[config.mk]
export PLATFORM = sky130hd
export DESIGN_NAME = adc_output_digital_control
export DESIGN_NICKNAME = d
export VERILOG_FILES = /design/src/adc_ctrl_pkg.sv /design/src/sample_path.sv /design/src/adc_output_digital_control.sv
export SDC_FILE = /design/constraint.sdc
export NUM_CORES = 1
export LEC_CHECK = 0
export ABC_AREA = 0
export ABC_CLOCK_PERIOD_IN_PS = 6500
export BUFFER_PORTS_ARGS = -buffer_cell sky130_fd_sc_hd__buf_2
export CAP_MARGIN = 5
export CORE_ASPECT_RATIO = 0.75
export CORE_MARGIN = 3
export CORE_UTILIZATION = 45
export DETAILED_ROUTE_END_ITERATION = 8
export MAX_ROUTING_LAYER = met4
export PLACE_DENSITY = 0.76
export SYNTH_ARGS = -nofsm -noshare
export SYNTH_HDL_FRONTEND = slang
export SYNTH_SLANG_ARGS = --single-unit
export TNS_END_PERCENT = 30
[constraint.sdc]
create_clock -name SYS_CLK -period 6.5 [get_ports SYS_CLK]
set_input_delay 0.975 -clock SYS_CLK [delete_from_list [all_inputs] [get_ports SYS_CLK]]
set_output_delay 0.975 -clock SYS_CLK [all_outputs]
set_load 0.01 [all_outputs]
[src/adc_ctrl_pkg.sv]
// Register indices (byte address is four times the index), field positions and codes
package adc_ctrl_pkg;
   localparam logic [11:0] OFS_GAIN_VALUE = 12'h044;
   localparam logic [11:0] OFS_FORMAT_SEL = 12'h043;
   localparam logic [11:0] OFS_FILTER_KIND = 12'h041;
   localparam logic [11:0] OFS_ZONE_FIELD = 12'h042;
   localparam logic [11:0] OFS_OUTPUT_FORMAT_CONTROL = 12'h04b;
   localparam logic [11:0] OFS_DECIMATION_CONTROL = 12'h04d;
   localparam logic [11:0] OFS_ZONE_SELECT_CONTROL = 12'h04e;
   localparam logic [11:0] OFS_GAIN_AND_REORDER_ENABLE = 12'h052;
   localparam logic [11:0] OFS_REORDER_ENABLE_SECOND = 12'h072;
   localparam logic [11:0] OFS_LSB_REPLACE_ENABLE = 12'h0ab;
   localparam logic [11:0] OFS_LSB_REPLACE_SELECT = 12'h0ad;
   localparam logic [11:0] OFS_PAGE_RESET = 12'h100;
   localparam logic [11:0] OFS_LANE_REORDER_MAP = 12'h104;
   localparam logic [11:0] OFS_SETTINGS_STATUS = 12'h108;
   localparam int BIT_FORMAT_EN = 5;
   localparam int BIT_DEC_EN = 3;
   localparam int BIT_ZONE_EN = 7;
   localparam int BIT_REORDER_A = 7;
   localparam int BIT_GAIN_EN = 0;
   localparam int BIT_REORDER_B = 3;
   localparam int BIT_LSB_EN = 0;
   localparam int BIT_FILTER_TOP = 4;
   localparam logic [7:0] RESET_ZERO = 8'h00;
   localparam logic [7:0] RESET_FILTER_KIND = 8'h02;
   localparam logic [3:0] FILTER_LOWPASS = 4'ha;
   localparam logic [3:0] FILTER_HIGHPASS = 4'he;
   localparam logic [1:0] LSB_SEL_DATA = 2'h0;
   localparam logic [1:0] LSB_SEL_OVR = 2'h3;
   localparam int GAIN_SHIFT = 5;
   typedef enum logic [1:0] {PR_IDLE, PR_HIGH} pulse_state_t;
endpackage : adc_ctrl_pkg

[src/sample_path.sv]
// Per-channel sample path: gain, format and fast over-range LSB substitution
`timescale 1ns/1ps
module sample_path #(
   parameter int WIDTH = 16
) (
   input wire logic clk,
   input wire logic rst,
   input wire logic [WIDTH-1:0] sample_in,
   input wire logic ovr_in,
   input wire logic gain_on,
   input wire logic [6:0] gain_code,
   input wire logic offset_binary,
   input wire logic lsb_ovr,
   output logic [WIDTH-1:0] sample_out
);
   logic [WIDTH-1:0] out_reg;
   logic [WIDTH-1:0] out_next;
   logic signed [WIDTH+7:0] product;
   logic signed [WIDTH+7:0] scaled;
   logic signed [WIDTH-1:0] gained;
   localparam logic signed [WIDTH+7:0] MAXV = (WIDTH+8)'(2**(WIDTH-1) - 1);
   localparam logic signed [WIDTH+7:0] MINV = -(WIDTH+8)'(2**(WIDTH-1));

   always_comb begin
      product = $signed(sample_in) * $signed({1'b0, gain_code});
      scaled = product >>> adc_ctrl_pkg::GAIN_SHIFT;
      // Saturate instead of wrapping: a wrap would flip the sign at full scale
      if (scaled > MAXV) begin
         gained = MAXV[WIDTH-1:0];
      end else if (scaled < MINV) begin
         gained = MINV[WIDTH-1:0];
      end else begin
         gained = scaled[WIDTH-1:0];
      end
      out_next = gain_on ? gained : sample_in;
      if (offset_binary) begin
         out_next[WIDTH-1] = ~out_next[WIDTH-1];
      end
      if (lsb_ovr) begin
         out_next[0] = ovr_in;
      end
   end

   always_ff @(posedge clk) begin
      if (rst) begin
         out_reg <= '0;
      end else begin
         out_reg <= out_next;
      end
   end

   assign sample_out = out_reg;
endmodule : sample_path

[src/adc_output_digital_control.sv]
// Output digital control registers with APB access and two sample channels
//
// Functional notes
// - Format enable clear gives two's complement
// - Decimation enable gates filter kind field
// - Zone enable gates three-bit zone field
// - Reorder only when both enable bits set
// - Gain enable gates digital gain value
// - LSB enable allows over-range LSB substitution
// - Code 00 data, 11 over-range LSB
// - Decimation enable resets to zero
// - Settings apply after 0-1-0 reset pulse
// - Format select one gives offset binary when format enable is set
// - Filter codes 1010 lowpass, 1110 highpass
// - Gain scales samples by code over 32
`timescale 1ns/1ps
module adc_output_digital_control #(
   parameter int WIDTH = 16,
   parameter int LANES = 4
) (
   input wire logic SYS_CLK,
   input wire logic RST,
   input wire logic PSEL,
   input wire logic PENABLE,
   input wire logic PWRITE,
   input wire logic [11:0] PADDR,
   input wire logic [31:0] PWDATA,
   output logic [31:0] PRDATA,
   output logic PREADY,
   output logic PSLVERR,
   input wire logic [WIDTH-1:0] CH_A_SAMPLE,
   input wire logic [WIDTH-1:0] CH_B_SAMPLE,
   input wire logic CH_A_FAST_OVERRANGE_FLAG,
   input wire logic CH_B_FAST_OVERRANGE_FLAG,
   output logic [WIDTH-1:0] CH_A_DATA,
   output logic [WIDTH-1:0] CH_B_DATA,
   output logic [3:0] DECIMATOR_FILTER_KIND,
   output logic FILTER_HIGHPASS,
   output logic FILTER_INVALID,
   output logic [2:0] ZONE_SELECT,
   output logic ZONE_SELECT_VALID,
   output logic REORDER_ACTIVE,
   output logic [2*LANES-1:0] LANE_REORDER_MAP
);
   // Shadow registers: software view
   logic [7:0] gain_reg, gain_next;
   logic format_sel_reg, format_sel_next;
   logic [3:0] filter_reg, filter_next;
   logic [2:0] zone_reg, zone_next;
   logic format_en_reg, format_en_next;
   logic dec_en_reg, dec_en_next;
   logic zone_en_reg, zone_en_next;
   logic gain_apply_enable_reg, gain_apply_enable_next;
   logic reorder_a_reg, reorder_a_next;
   logic reorder_b_reg, reorder_b_next;
   logic lsb_en_reg, lsb_en_next;
   logic [1:0] lsb_sel_reg, lsb_sel_next;
   logic [2*LANES-1:0] map_reg, map_next;
   logic pulse_bit_reg, pulse_bit_next;
   // Active copies: what the data path uses
   logic [6:0] act_gain_reg, act_gain_next;
   logic act_format_reg, act_format_next;
   logic act_dec_en_reg, act_dec_en_next;
   logic [3:0] act_filter_reg, act_filter_next;
   logic act_zone_en_reg, act_zone_en_next;
   logic [2:0] act_zone_reg, act_zone_next;
   logic act_gain_on_reg, act_gain_on_next;
   logic act_reorder_reg, act_reorder_next;
   logic act_lsb_en_reg, act_lsb_en_next;
   logic [1:0] act_lsb_sel_reg, act_lsb_sel_next;
   logic [2*LANES-1:0] act_map_reg, act_map_next;
   logic pending_reg, pending_next;
   adc_ctrl_pkg::pulse_state_t pstate_reg, pstate_next;
   logic [31:0] rdata_reg, rdata_next;
   logic wr, rd, apply;
   logic [7:0] wb;
   logic decoded;
   logic [11:0] idx;
   logic [3:0] kind;
   logic lsb_ovr;

   assign wr = PSEL & PENABLE & PWRITE;
   assign rd = PSEL & ~PENABLE & ~PWRITE;
   assign wb = PWDATA[7:0];
   // One register per word; a misaligned address falls on an unused index
   assign idx = (PADDR[1:0] == 2'b00) ? {2'b00, PADDR[11:2]} : 12'hfff;

   always_comb begin
      unique case (idx)
         adc_ctrl_pkg::OFS_GAIN_VALUE, adc_ctrl_pkg::OFS_FORMAT_SEL, adc_ctrl_pkg::OFS_FILTER_KIND,
         adc_ctrl_pkg::OFS_ZONE_FIELD, adc_ctrl_pkg::OFS_OUTPUT_FORMAT_CONTROL,
         adc_ctrl_pkg::OFS_DECIMATION_CONTROL, adc_ctrl_pkg::OFS_ZONE_SELECT_CONTROL,
         adc_ctrl_pkg::OFS_GAIN_AND_REORDER_ENABLE, adc_ctrl_pkg::OFS_REORDER_ENABLE_SECOND,
         adc_ctrl_pkg::OFS_LSB_REPLACE_ENABLE, adc_ctrl_pkg::OFS_LSB_REPLACE_SELECT,
         adc_ctrl_pkg::OFS_PAGE_RESET, adc_ctrl_pkg::OFS_LANE_REORDER_MAP,
         adc_ctrl_pkg::OFS_SETTINGS_STATUS: decoded = 1'b1;
         default: decoded = 1'b0;
      endcase
   end

   // Register writes; reserved bits are dropped so they never steer logic
   always_comb begin
      gain_next = gain_reg;
      format_sel_next = format_sel_reg;
      filter_next = filter_reg;
      zone_next = zone_reg;
      format_en_next = format_en_reg;
      dec_en_next = dec_en_reg;
      zone_en_next = zone_en_reg;
      gain_apply_enable_next = gain_apply_enable_reg;
      reorder_a_next = reorder_a_reg;
      reorder_b_next = reorder_b_reg;
      lsb_en_next = lsb_en_reg;
      lsb_sel_next = lsb_sel_reg;
      map_next = map_reg;
      pulse_bit_next = pulse_bit_reg;
      if (wr) begin
         case (idx)
            adc_ctrl_pkg::OFS_GAIN_VALUE: gain_next = {1'b0, wb[6:0]};
            adc_ctrl_pkg::OFS_FORMAT_SEL: format_sel_next = wb[0];
            adc_ctrl_pkg::OFS_FILTER_KIND: filter_next = {wb[adc_ctrl_pkg::BIT_FILTER_TOP], wb[2:0]};
            adc_ctrl_pkg::OFS_ZONE_FIELD: zone_next = wb[2:0];
            adc_ctrl_pkg::OFS_OUTPUT_FORMAT_CONTROL: format_en_next = wb[adc_ctrl_pkg::BIT_FORMAT_EN];
            adc_ctrl_pkg::OFS_DECIMATION_CONTROL: dec_en_next = wb[adc_ctrl_pkg::BIT_DEC_EN];
            adc_ctrl_pkg::OFS_ZONE_SELECT_CONTROL: zone_en_next = wb[adc_ctrl_pkg::BIT_ZONE_EN];
            adc_ctrl_pkg::OFS_GAIN_AND_REORDER_ENABLE: begin
               reorder_a_next = wb[adc_ctrl_pkg::BIT_REORDER_A];
               gain_apply_enable_next = wb[adc_ctrl_pkg::BIT_GAIN_EN];
            end
            adc_ctrl_pkg::OFS_REORDER_ENABLE_SECOND: reorder_b_next = wb[adc_ctrl_pkg::BIT_REORDER_B];
            adc_ctrl_pkg::OFS_LSB_REPLACE_ENABLE: lsb_en_next = wb[adc_ctrl_pkg::BIT_LSB_EN];
            adc_ctrl_pkg::OFS_LSB_REPLACE_SELECT: lsb_sel_next = wb[1:0];
            adc_ctrl_pkg::OFS_PAGE_RESET: pulse_bit_next = wb[0];
            adc_ctrl_pkg::OFS_LANE_REORDER_MAP: map_next = PWDATA[2*LANES-1:0];
            default: pulse_bit_next = pulse_bit_reg;
         endcase
      end
   end

   // Pulse detector: only a completed 0-1-0 sequence copies the settings
   always_comb begin
      pstate_next = pstate_reg;
      apply = 1'b0;
      case (pstate_reg)
         adc_ctrl_pkg::PR_IDLE: if (pulse_bit_reg) pstate_next = adc_ctrl_pkg::PR_HIGH;
         adc_ctrl_pkg::PR_HIGH: begin
            if (!pulse_bit_reg) begin
               pstate_next = adc_ctrl_pkg::PR_IDLE;
               apply = 1'b1;
            end
         end
         default: pstate_next = adc_ctrl_pkg::PR_IDLE;
      endcase
   end

   always_comb begin
      act_gain_next = act_gain_reg;
      act_format_next = act_format_reg;
      act_dec_en_next = act_dec_en_reg;
      act_filter_next = act_filter_reg;
      act_zone_en_next = act_zone_en_reg;
      act_zone_next = act_zone_reg;
      act_gain_on_next = act_gain_on_reg;
      act_reorder_next = act_reorder_reg;
      act_lsb_en_next = act_lsb_en_reg;
      act_lsb_sel_next = act_lsb_sel_reg;
      act_map_next = act_map_reg;
      // Any write to a setting marks the page dirty until the next pulse
      pending_next = pending_reg | (wr & decoded & (idx != adc_ctrl_pkg::OFS_PAGE_RESET));
      if (apply) begin
         act_gain_next = gain_reg[6:0];
         act_format_next = format_en_reg & format_sel_reg;
         act_dec_en_next = dec_en_reg;
         act_filter_next = filter_reg;
         act_zone_en_next = zone_en_reg;
         act_zone_next = zone_reg;
         act_gain_on_next = gain_apply_enable_reg;
         act_reorder_next = reorder_a_reg & reorder_b_reg;
         act_lsb_en_next = lsb_en_reg;
         act_lsb_sel_next = lsb_sel_reg;
         act_map_next = map_reg;
         pending_next = 1'b0;
      end
   end

   // Readback; write-only reorder bits and reserved bits read zero
   always_comb begin
      rdata_next = rdata_reg;
      if (rd) begin
         rdata_next = '0;
         case (idx)
            adc_ctrl_pkg::OFS_GAIN_VALUE: rdata_next[7:0] = gain_reg;
            adc_ctrl_pkg::OFS_FORMAT_SEL: rdata_next[0] = format_sel_reg;
            adc_ctrl_pkg::OFS_FILTER_KIND: rdata_next[7:0] = {3'h0, filter_reg[3], 1'b0, filter_reg[2:0]};
            adc_ctrl_pkg::OFS_ZONE_FIELD: rdata_next[2:0] = zone_reg;
            adc_ctrl_pkg::OFS_OUTPUT_FORMAT_CONTROL: rdata_next[adc_ctrl_pkg::BIT_FORMAT_EN] = format_en_reg;
            adc_ctrl_pkg::OFS_DECIMATION_CONTROL: rdata_next[adc_ctrl_pkg::BIT_DEC_EN] = dec_en_reg;
            adc_ctrl_pkg::OFS_ZONE_SELECT_CONTROL: rdata_next[adc_ctrl_pkg::BIT_ZONE_EN] = zone_en_reg;
            adc_ctrl_pkg::OFS_GAIN_AND_REORDER_ENABLE:
               rdata_next[adc_ctrl_pkg::BIT_GAIN_EN] = gain_apply_enable_reg;
            adc_ctrl_pkg::OFS_LSB_REPLACE_ENABLE: rdata_next[adc_ctrl_pkg::BIT_LSB_EN] = lsb_en_reg;
            adc_ctrl_pkg::OFS_LSB_REPLACE_SELECT: rdata_next[1:0] = lsb_sel_reg;
            adc_ctrl_pkg::OFS_PAGE_RESET: rdata_next[0] = pulse_bit_reg;
            adc_ctrl_pkg::OFS_LANE_REORDER_MAP: rdata_next[2*LANES-1:0] = map_reg;
            adc_ctrl_pkg::OFS_SETTINGS_STATUS: rdata_next[3:0] = {FILTER_INVALID, act_reorder_reg,
                                                                  pstate_reg == adc_ctrl_pkg::PR_HIGH, pending_reg};
            default: rdata_next = '0;
         endcase
      end
   end

   always_ff @(posedge SYS_CLK) begin
      if (RST) begin
         gain_reg <= adc_ctrl_pkg::RESET_ZERO;
         format_sel_reg <= 1'b0;
         filter_reg <= adc_ctrl_pkg::RESET_FILTER_KIND[3:0];
         zone_reg <= 3'h0;
         format_en_reg <= 1'b0;
         dec_en_reg <= 1'b0;
         zone_en_reg <= 1'b0;
         gain_apply_enable_reg <= 1'b0;
         reorder_a_reg <= 1'b0;
         reorder_b_reg <= 1'b0;
         lsb_en_reg <= 1'b0;
         lsb_sel_reg <= 2'h0;
         map_reg <= '0;
         pulse_bit_reg <= 1'b0;
         act_gain_reg <= 7'h00;
         act_format_reg <= 1'b0;
         act_dec_en_reg <= 1'b0;
         act_filter_reg <= adc_ctrl_pkg::RESET_FILTER_KIND[3:0];
         act_zone_en_reg <= 1'b0;
         act_zone_reg <= 3'h0;
         act_gain_on_reg <= 1'b0;
         act_reorder_reg <= 1'b0;
         act_lsb_en_reg <= 1'b0;
         act_lsb_sel_reg <= 2'h0;
         act_map_reg <= '0;
         pending_reg <= 1'b0;
         pstate_reg <= adc_ctrl_pkg::PR_IDLE;
         rdata_reg <= 32'h0000_0000;
      end else begin
         gain_reg <= gain_next;
         format_sel_reg <= format_sel_next;
         filter_reg <= filter_next;
         zone_reg <= zone_next;
         format_en_reg <= format_en_next;
         dec_en_reg <= dec_en_next;
         zone_en_reg <= zone_en_next;
         gain_apply_enable_reg <= gain_apply_enable_next;
         reorder_a_reg <= reorder_a_next;
         reorder_b_reg <= reorder_b_next;
         lsb_en_reg <= lsb_en_next;
         lsb_sel_reg <= lsb_sel_next;
         map_reg <= map_next;
         pulse_bit_reg <= pulse_bit_next;
         act_gain_reg <= act_gain_next;
         act_format_reg <= act_format_next;
         act_dec_en_reg <= act_dec_en_next;
         act_filter_reg <= act_filter_next;
         act_zone_en_reg <= act_zone_en_next;
         act_zone_reg <= act_zone_next;
         act_gain_on_reg <= act_gain_on_next;
         act_reorder_reg <= act_reorder_next;
         act_lsb_en_reg <= act_lsb_en_next;
         act_lsb_sel_reg <= act_lsb_sel_next;
         act_map_reg <= act_map_next;
         pending_reg <= pending_next;
         pstate_reg <= pstate_next;
         rdata_reg <= rdata_next;
      end
   end

   // Filter control falls back to 2x low-pass whenever the mode field is not in charge
   assign kind = act_dec_en_reg ? act_filter_reg : adc_ctrl_pkg::FILTER_LOWPASS;
   assign DECIMATOR_FILTER_KIND = kind;
   assign FILTER_HIGHPASS = (kind == adc_ctrl_pkg::FILTER_HIGHPASS);
   assign FILTER_INVALID = (kind != adc_ctrl_pkg::FILTER_LOWPASS) && !FILTER_HIGHPASS;
   assign ZONE_SELECT_VALID = act_zone_en_reg;
   assign ZONE_SELECT = act_zone_en_reg ? act_zone_reg : 3'h0;
   assign REORDER_ACTIVE = act_reorder_reg;
   assign LANE_REORDER_MAP = act_reorder_reg ? act_map_reg : '0;
   // Codes 01 and 10 are left as plain data since they have no defined meaning
   assign lsb_ovr = act_lsb_en_reg && (act_lsb_sel_reg == adc_ctrl_pkg::LSB_SEL_OVR);

   assign PREADY = 1'b1;
   assign PSLVERR = PSEL & PENABLE & ~decoded;
   assign PRDATA = rdata_reg;

   sample_path #(.WIDTH(WIDTH)) path_a (
      .clk(SYS_CLK),
      .rst(RST),
      .sample_in(CH_A_SAMPLE),
      .ovr_in(CH_A_FAST_OVERRANGE_FLAG),
      .gain_on(act_gain_on_reg),
      .gain_code(act_gain_reg),
      .offset_binary(act_format_reg),
      .lsb_ovr(lsb_ovr),
      .sample_out(CH_A_DATA)
   );

   sample_path #(.WIDTH(WIDTH)) path_b (
      .clk(SYS_CLK),
      .rst(RST),
      .sample_in(CH_B_SAMPLE),
      .ovr_in(CH_B_FAST_OVERRANGE_FLAG),
      .gain_on(act_gain_on_reg),
      .gain_code(act_gain_reg),
      .offset_binary(act_format_reg),
      .lsb_ovr(lsb_ovr),
      .sample_out(CH_B_DATA)
   );
endmodule : adc_output_digital_control

# Word-level counts from Yosys, hierarchy flattened
# Cells that the tools add are included.
# word_totals
ff_bits,106
input_bits,83
# classes
n_mul,2
magnitude_cmp,4
n_eq_ne,21
mux,28
n_bitwise,15
reduce_logical,21
# ops
operator,n
12-bit by 7-bit == test with 1-bit output (second input constant),9
16-bit 2-to-1 mux,6
16-bit by 8-bit multiplier with 24-bit output,2
19-bit by 16-bit greater-than comparator with 1-bit output (second input constant),2
19-bit by 16-bit < comparator with 1-bit output (second input constant),2
12-bit by 9-bit == test with 1-bit output (second input constant),3
2-bit AND reduction,14
12-bit by 8-bit == test with 1-bit output (second input constant),2
14-bit OR reduction,1
12-bit 2-to-1 mux,1
12-bit by 9-bit != test with 1-bit output (second input constant),1
1-bit case mux with 10 select lines,1
1-bit bitwise AND,9
8-bit 2-to-1 mux,1
1-bit 2-to-1 mux,7
1-bit case mux with 3 select lines,2
1-bit case mux with 6 select lines,1
1-bit inverter,5
1-bit case mux with 5 select lines,1
4-bit == test (second input constant),1
2-bit logical NOT,2
2-bit 2-to-1 mux,2
4-bit 2-to-1 mux,1
2-bit != test (second input constant),2
other kinds (11),13

# Depth between registers and ports, before layout
# logic_depth
word_depth,8
ltp_mapped,20

# Hierarchy
# From an unflattened synthesis, not the netlist that was laid out.
# hier_totals
cells_unflattened,1539
area_unflattened_um2,13554.2
# by_module_without_submodules
module,n_inst,cells_per_inst,area_each_um2
sample_path (path_b),1,586,4989.8
sample_path (path_a),1,557,4909.7
adc_output_digital_control,1,396,3654.8

# Least setup slack after synthesis
# OpenSTA, ideal clock, no wires.
# synth_timing
path_type,input-to-reg
start,input port CH_B_SAMPLE[7]
end,register path_b.out_reg[5] (netlist: path_b.sample_out[5])
arrival_ps,5543
t_required_ps,6412
setup_slack_ps,868
cell_stages,17
path_buffers,1
cell_sequence,and2_1 > fa_1 > fa_1 > fa_1 > inv_1 > fa_1 > inv_1 > ha_1 > o21ai_0 > inv_1 > a221o_2 > a21o_1 > o31a_1 > o41ai_4 > buf_6 > nand2_2 > a311oi_2
# synth_via
elab_chain_cells,5
word_cells_on_any_way,6
classes_between,mul: 1; order compare: 2; mux: 3
# synth_lines
element,line_no,text
"start, declared",adc_output_digital_control.sv:32,"input wire logic [WIDTH-1:0] CH_B_SAMPLE,"
16-bit by 8-bit multiplier with 24-bit output (*),sample_path.sv:25,"product = $signed(sample_in) * $signed({1'b0, gain_code});"
19-bit by 16-bit < comparator with 1-bit output,sample_path.sv:30,end else if (scaled < MINV) begin
16-bit 2-to-1 mux,sample_path.sv:30,
16-bit 2-to-1 mux (*),sample_path.sv:28,if (scaled > MAXV) begin
16-bit 2-to-1 mux (*),sample_path.sv:35,out_next = gain_on ? gained : sample_in;
"end signal, assigned",sample_path.sv:48,out_reg <= out_next;
"end, declared",sample_path.sv:16,logic [WIDTH-1:0] out_reg;
# Mark *: on every way between the ends. The rest lies on a longest branch, timed or not.
# A chain may end at the register's enable or synchronous reset.

# Worst setup path after layout
# layout_timing
start,register act_gain_reg[2]
end,register path_b.out_reg[0] (netlist: path_b.sample_out[0])
# layout_via
elab_chain_cells,6
word_cells_on_any_way,7
classes_between,mul: 1; order compare: 2; mux: 4
# layout_lines
element,line_no,text
"start, declared",adc_output_digital_control.sv:61,"logic [6:0] act_gain_reg, act_gain_next;"
"start signal, assigned",adc_output_digital_control.sv:257,act_gain_reg <= act_gain_next;
16-bit by 8-bit multiplier with 24-bit output (*),sample_path.sv:25,
19-bit by 16-bit < comparator with 1-bit output,sample_path.sv:30,
16-bit 2-to-1 mux,sample_path.sv:30,
16-bit 2-to-1 mux (*),sample_path.sv:28,
16-bit 2-to-1 mux (*),sample_path.sv:35,
1-bit 2-to-1 mux (*),sample_path.sv:39,if (lsb_ovr) begin
# Marks and branches as above.

==> impl_metrics.tcl <==
set metrics [dict create \
    status "finished, final reports clean" \
    power_density_nw_per_um2 101 \
    cts_tree "done" \
    rsz0062_at_grt "false" \
    gp_congestion 0.943 \
    ys_warn_count 0 \
    synth_edf_count 0 \
    cts_inserted_buffers 9 \
    placed_area_um2 13800 \
    drv_cap 0 \
    io_buffers 118 \
    place.detailed.hpwl_um 26400 \
    cp_cell_sequence "nand2_1 > fa_1 > inv_1 > fa_1 > inv_1 > fa_1 > inv_1 > fa_1 > ha_1 > a21o_1 > a21o_1 > or4_1 > a21o_1 > a211oi_2 > o41ai_4 > a31oi_1 > a21oi_1" \
    drt-initial-drc-count 780 \
    nets 1928 \
    clk_pin_slew_ns 0.08 \
    grt_pass1_vias 10717 \
    clockRootBuffer "clkbuf_16" \
    grt_max_degree 77 \
    ys_top_cells_by_area "fa_1 (26%), dfxtp_1 (16%), and2_1 (9.2%), ha_1 (9.0%), inv_1 (6.3%)" \
    critPathCaptureType "flip-flop" \
    grt.total_usage 0.225 \
    hold_viol 0 \
    min_period_ns 6.15 \
    drive_gt1_frac 0.113 \
    hold_class "flip-flop to flip-flop" \
    grt_overflow_total 0 \
    synth.avg_cell_area_um2 8.62 \
    worst_slack_ns 0.349 \
    post_drt_wl_per_cell_um 16.7 \
    syn_area_um2 12900 \
    antenna_found_initial 0 \
    ir_drop_mv 0.125 \
    area_growth_pct 9.55 \
    multiInputGateArea_um2 9620 \
    yosysTopAreaCell "fa_1" \
    die_y_um 152 \
    register_area_um2 2100 \
    leakage_nw 6.93 \
    cts_setup_buffers 0 \
    cpMostUsedCell "fa_1" \
    antenna_cells 0 \
    synth_top_area_frac 0.265 \
    ant_nets 0 \
    criticalPathCategory "flip-flop to flip-flop" \
    slew_headroom 0.207 \
    slew_viol_final 0 \
    finalCritPeriodShare 0.946 \
    cts_hold_buf 0 \
    finalInstanceArea_um2 14100 \
    drt_wl_total_um 32900 \
    fillCellCount 2531 \
    clock_latency_ns 0.36 \
    start_util 0.467 \
    p_total_mw 1.42 \
    cp_slowest_cell "dfxtp_1" \
    h-tree-depth 3 \
    synthArstFlopShare 0 \
    ctsResizeCount 0 \
    fin_util 0.512 \
    ys_seq_area_frac 0.163 \
    arrival_ns 6.38 \
    clk_path_buf_depth 2 \
    yosys.cell_types.count 69 \
    fin_setup_tns_ns 0 \
    cp.required_ns 6.73 \
    ios 168 \
    finalClockSkew_ns 0.0152 \
    cts_sinks 105 \
    tightest_slew_ns 1.18 \
    max_freq_mhz 163 \
    cp_max_fo 18 \
    vias_per_cell 5.32 \
    cpPeakStageDelay_ns 0.79 \
    synthFlopType "dfxtp_1" \
    synth_seq_cells 105 \
    synthCells 1491 \
    core_um2 27500 \
    drc 0 \
    pre_cts_ws_ns 0.00201 \
    vias 10456 \
    dieWidth_um 201 \
    drtPass1Iterations 7 \
    setup_violations 0 \
    placementRows 52 \
    grt_pass1_wl_um 56000 \
    worst_setup_path_start_kind "flip-flop" \
    die-area_um2 30700 \
]
==> worst max-delay path: cells and delay by family (launching register included) <==
kind / cells / cell delay, ns
AOI/OAI and AO/OA: 7 / 1.79
adders and majority gates: 5 / 2.39
buffers and inverters: 3 / 0.21
DFF: 1 / 0.79
and+or+nand+nor: 2 / 0.83
==> layout make-up <==
cell class / instances / area share
clock inverters: 7 / 0.00631
clock buffers: 9 / 0.0160
flip-flops and latches: 105 / 0.149
repair buffers: 139 / 0.0542
well taps: 378 / 0.0336
multi-input cells: 1110 / 0.683
inverters: 217 / 0.0578
==> layout by cell type (no fill, tap or decap), drive strengths merged, types with 5 or more instances in the layout <==
master / Yosys / final
a211oi: 15 / 15
a21o: 7 / 7
a21oi: 54 / 54
a22oi: 6 / 6
a311oi: 32 / 32
a31oi: 9 / 9
and2: 189 / 189
and3: 6 / 6
buf: 34 / 139
clkbuf: 48 / 9
conb: 2 / 25
dfxtp: 105 / 105
fa: 170 / 170
ha: 93 / 93
inv: 217 / 222
mux2i: 47 / 47
nand2: 137 / 137
nand3: 23 / 23
nand4: 9 / 9
nor2: 116 / 116
nor2b: 5 / 5
nor3: 16 / 16
nor4: 5 / 5
o211ai: 8 / 8
o21ai: 32 / 32
xnor2: 29 / 29
xor2: 15 / 15
==> through the flow <==
stage,hold slack [ns],std cells
floorplan,0.444,1514
global placement,0.457,1949
detailed placement,0.471,1949
CTS,0.484,1965
global route,0.512,1965
finish,0.483,1965
==> final timing paths <==
| kind | depth (start not counted) | slack [ns] | end | startpoint |
|---|---|---|---|---|
| setup / recovery | 17 | 0.35 | path_b.sample_out[0] | act_gain_reg[2] |
| hold / removal | 2 | 0.48 | zone_reg[1] | zone_reg[1] |
| setup reg to reg | 17 | 0.35 | path_b.sample_out[0] | act_gain_reg[2] |
| hold reg to reg | 2 | 0.48 | zone_reg[1] | zone_reg[1] |
==> power breakdown <==
part	internal, mW	switching [mW]	leakage [nW]	total, mW
combinational	0.0606	0.117	5.92	0.178
clock	0.280	0.293	0.153	0.573
sequential	0.659	0.00650	0.856	0.666
==> metal layers <==
metal | global-route usage | wire, um
met3 | 0.0286 | 2130
met2 | 0.341 | 14600
met4 | 0.0309 | 310
met1 | 0.331 | 15800
met5 | - | 0
==> cell families (layout without fill, tap and decap cells) <==
logic type,count (synthesis),after routing,synth area share
AOI/OAI and AO/OA,197,197,0.107
and+or+nand+nor,533,533,0.211
DFF,105,105,0.163
xor gates and xnor gates,44,44,0.0300
adders and majority gates,263,263,0.355
buffers and inverters,299,372,0.0953
other,2,25,0.000584
muxes,48,48,0.0375
==> synthesized netlist by cell type, drive strengths merged, types with 5 or more instances <==
cell    instances
and3            6
mux2i          47
clkbuf         48
a311oi         32
inv           217
a22oi           6
fa            170
a211oi         15
o21ai          32
nand2         137
nand3          23
nor2b           5
ha             93
a21o            7
nor4            5
a31oi           9
a21oi          54
and2          189
xnor2          29
xor2           15
dfxtp         105
nor3           16
nor2          116
nand4           9
buf            34
o211ai          8
No activity file was read; power rests on OpenSTA's default activity.
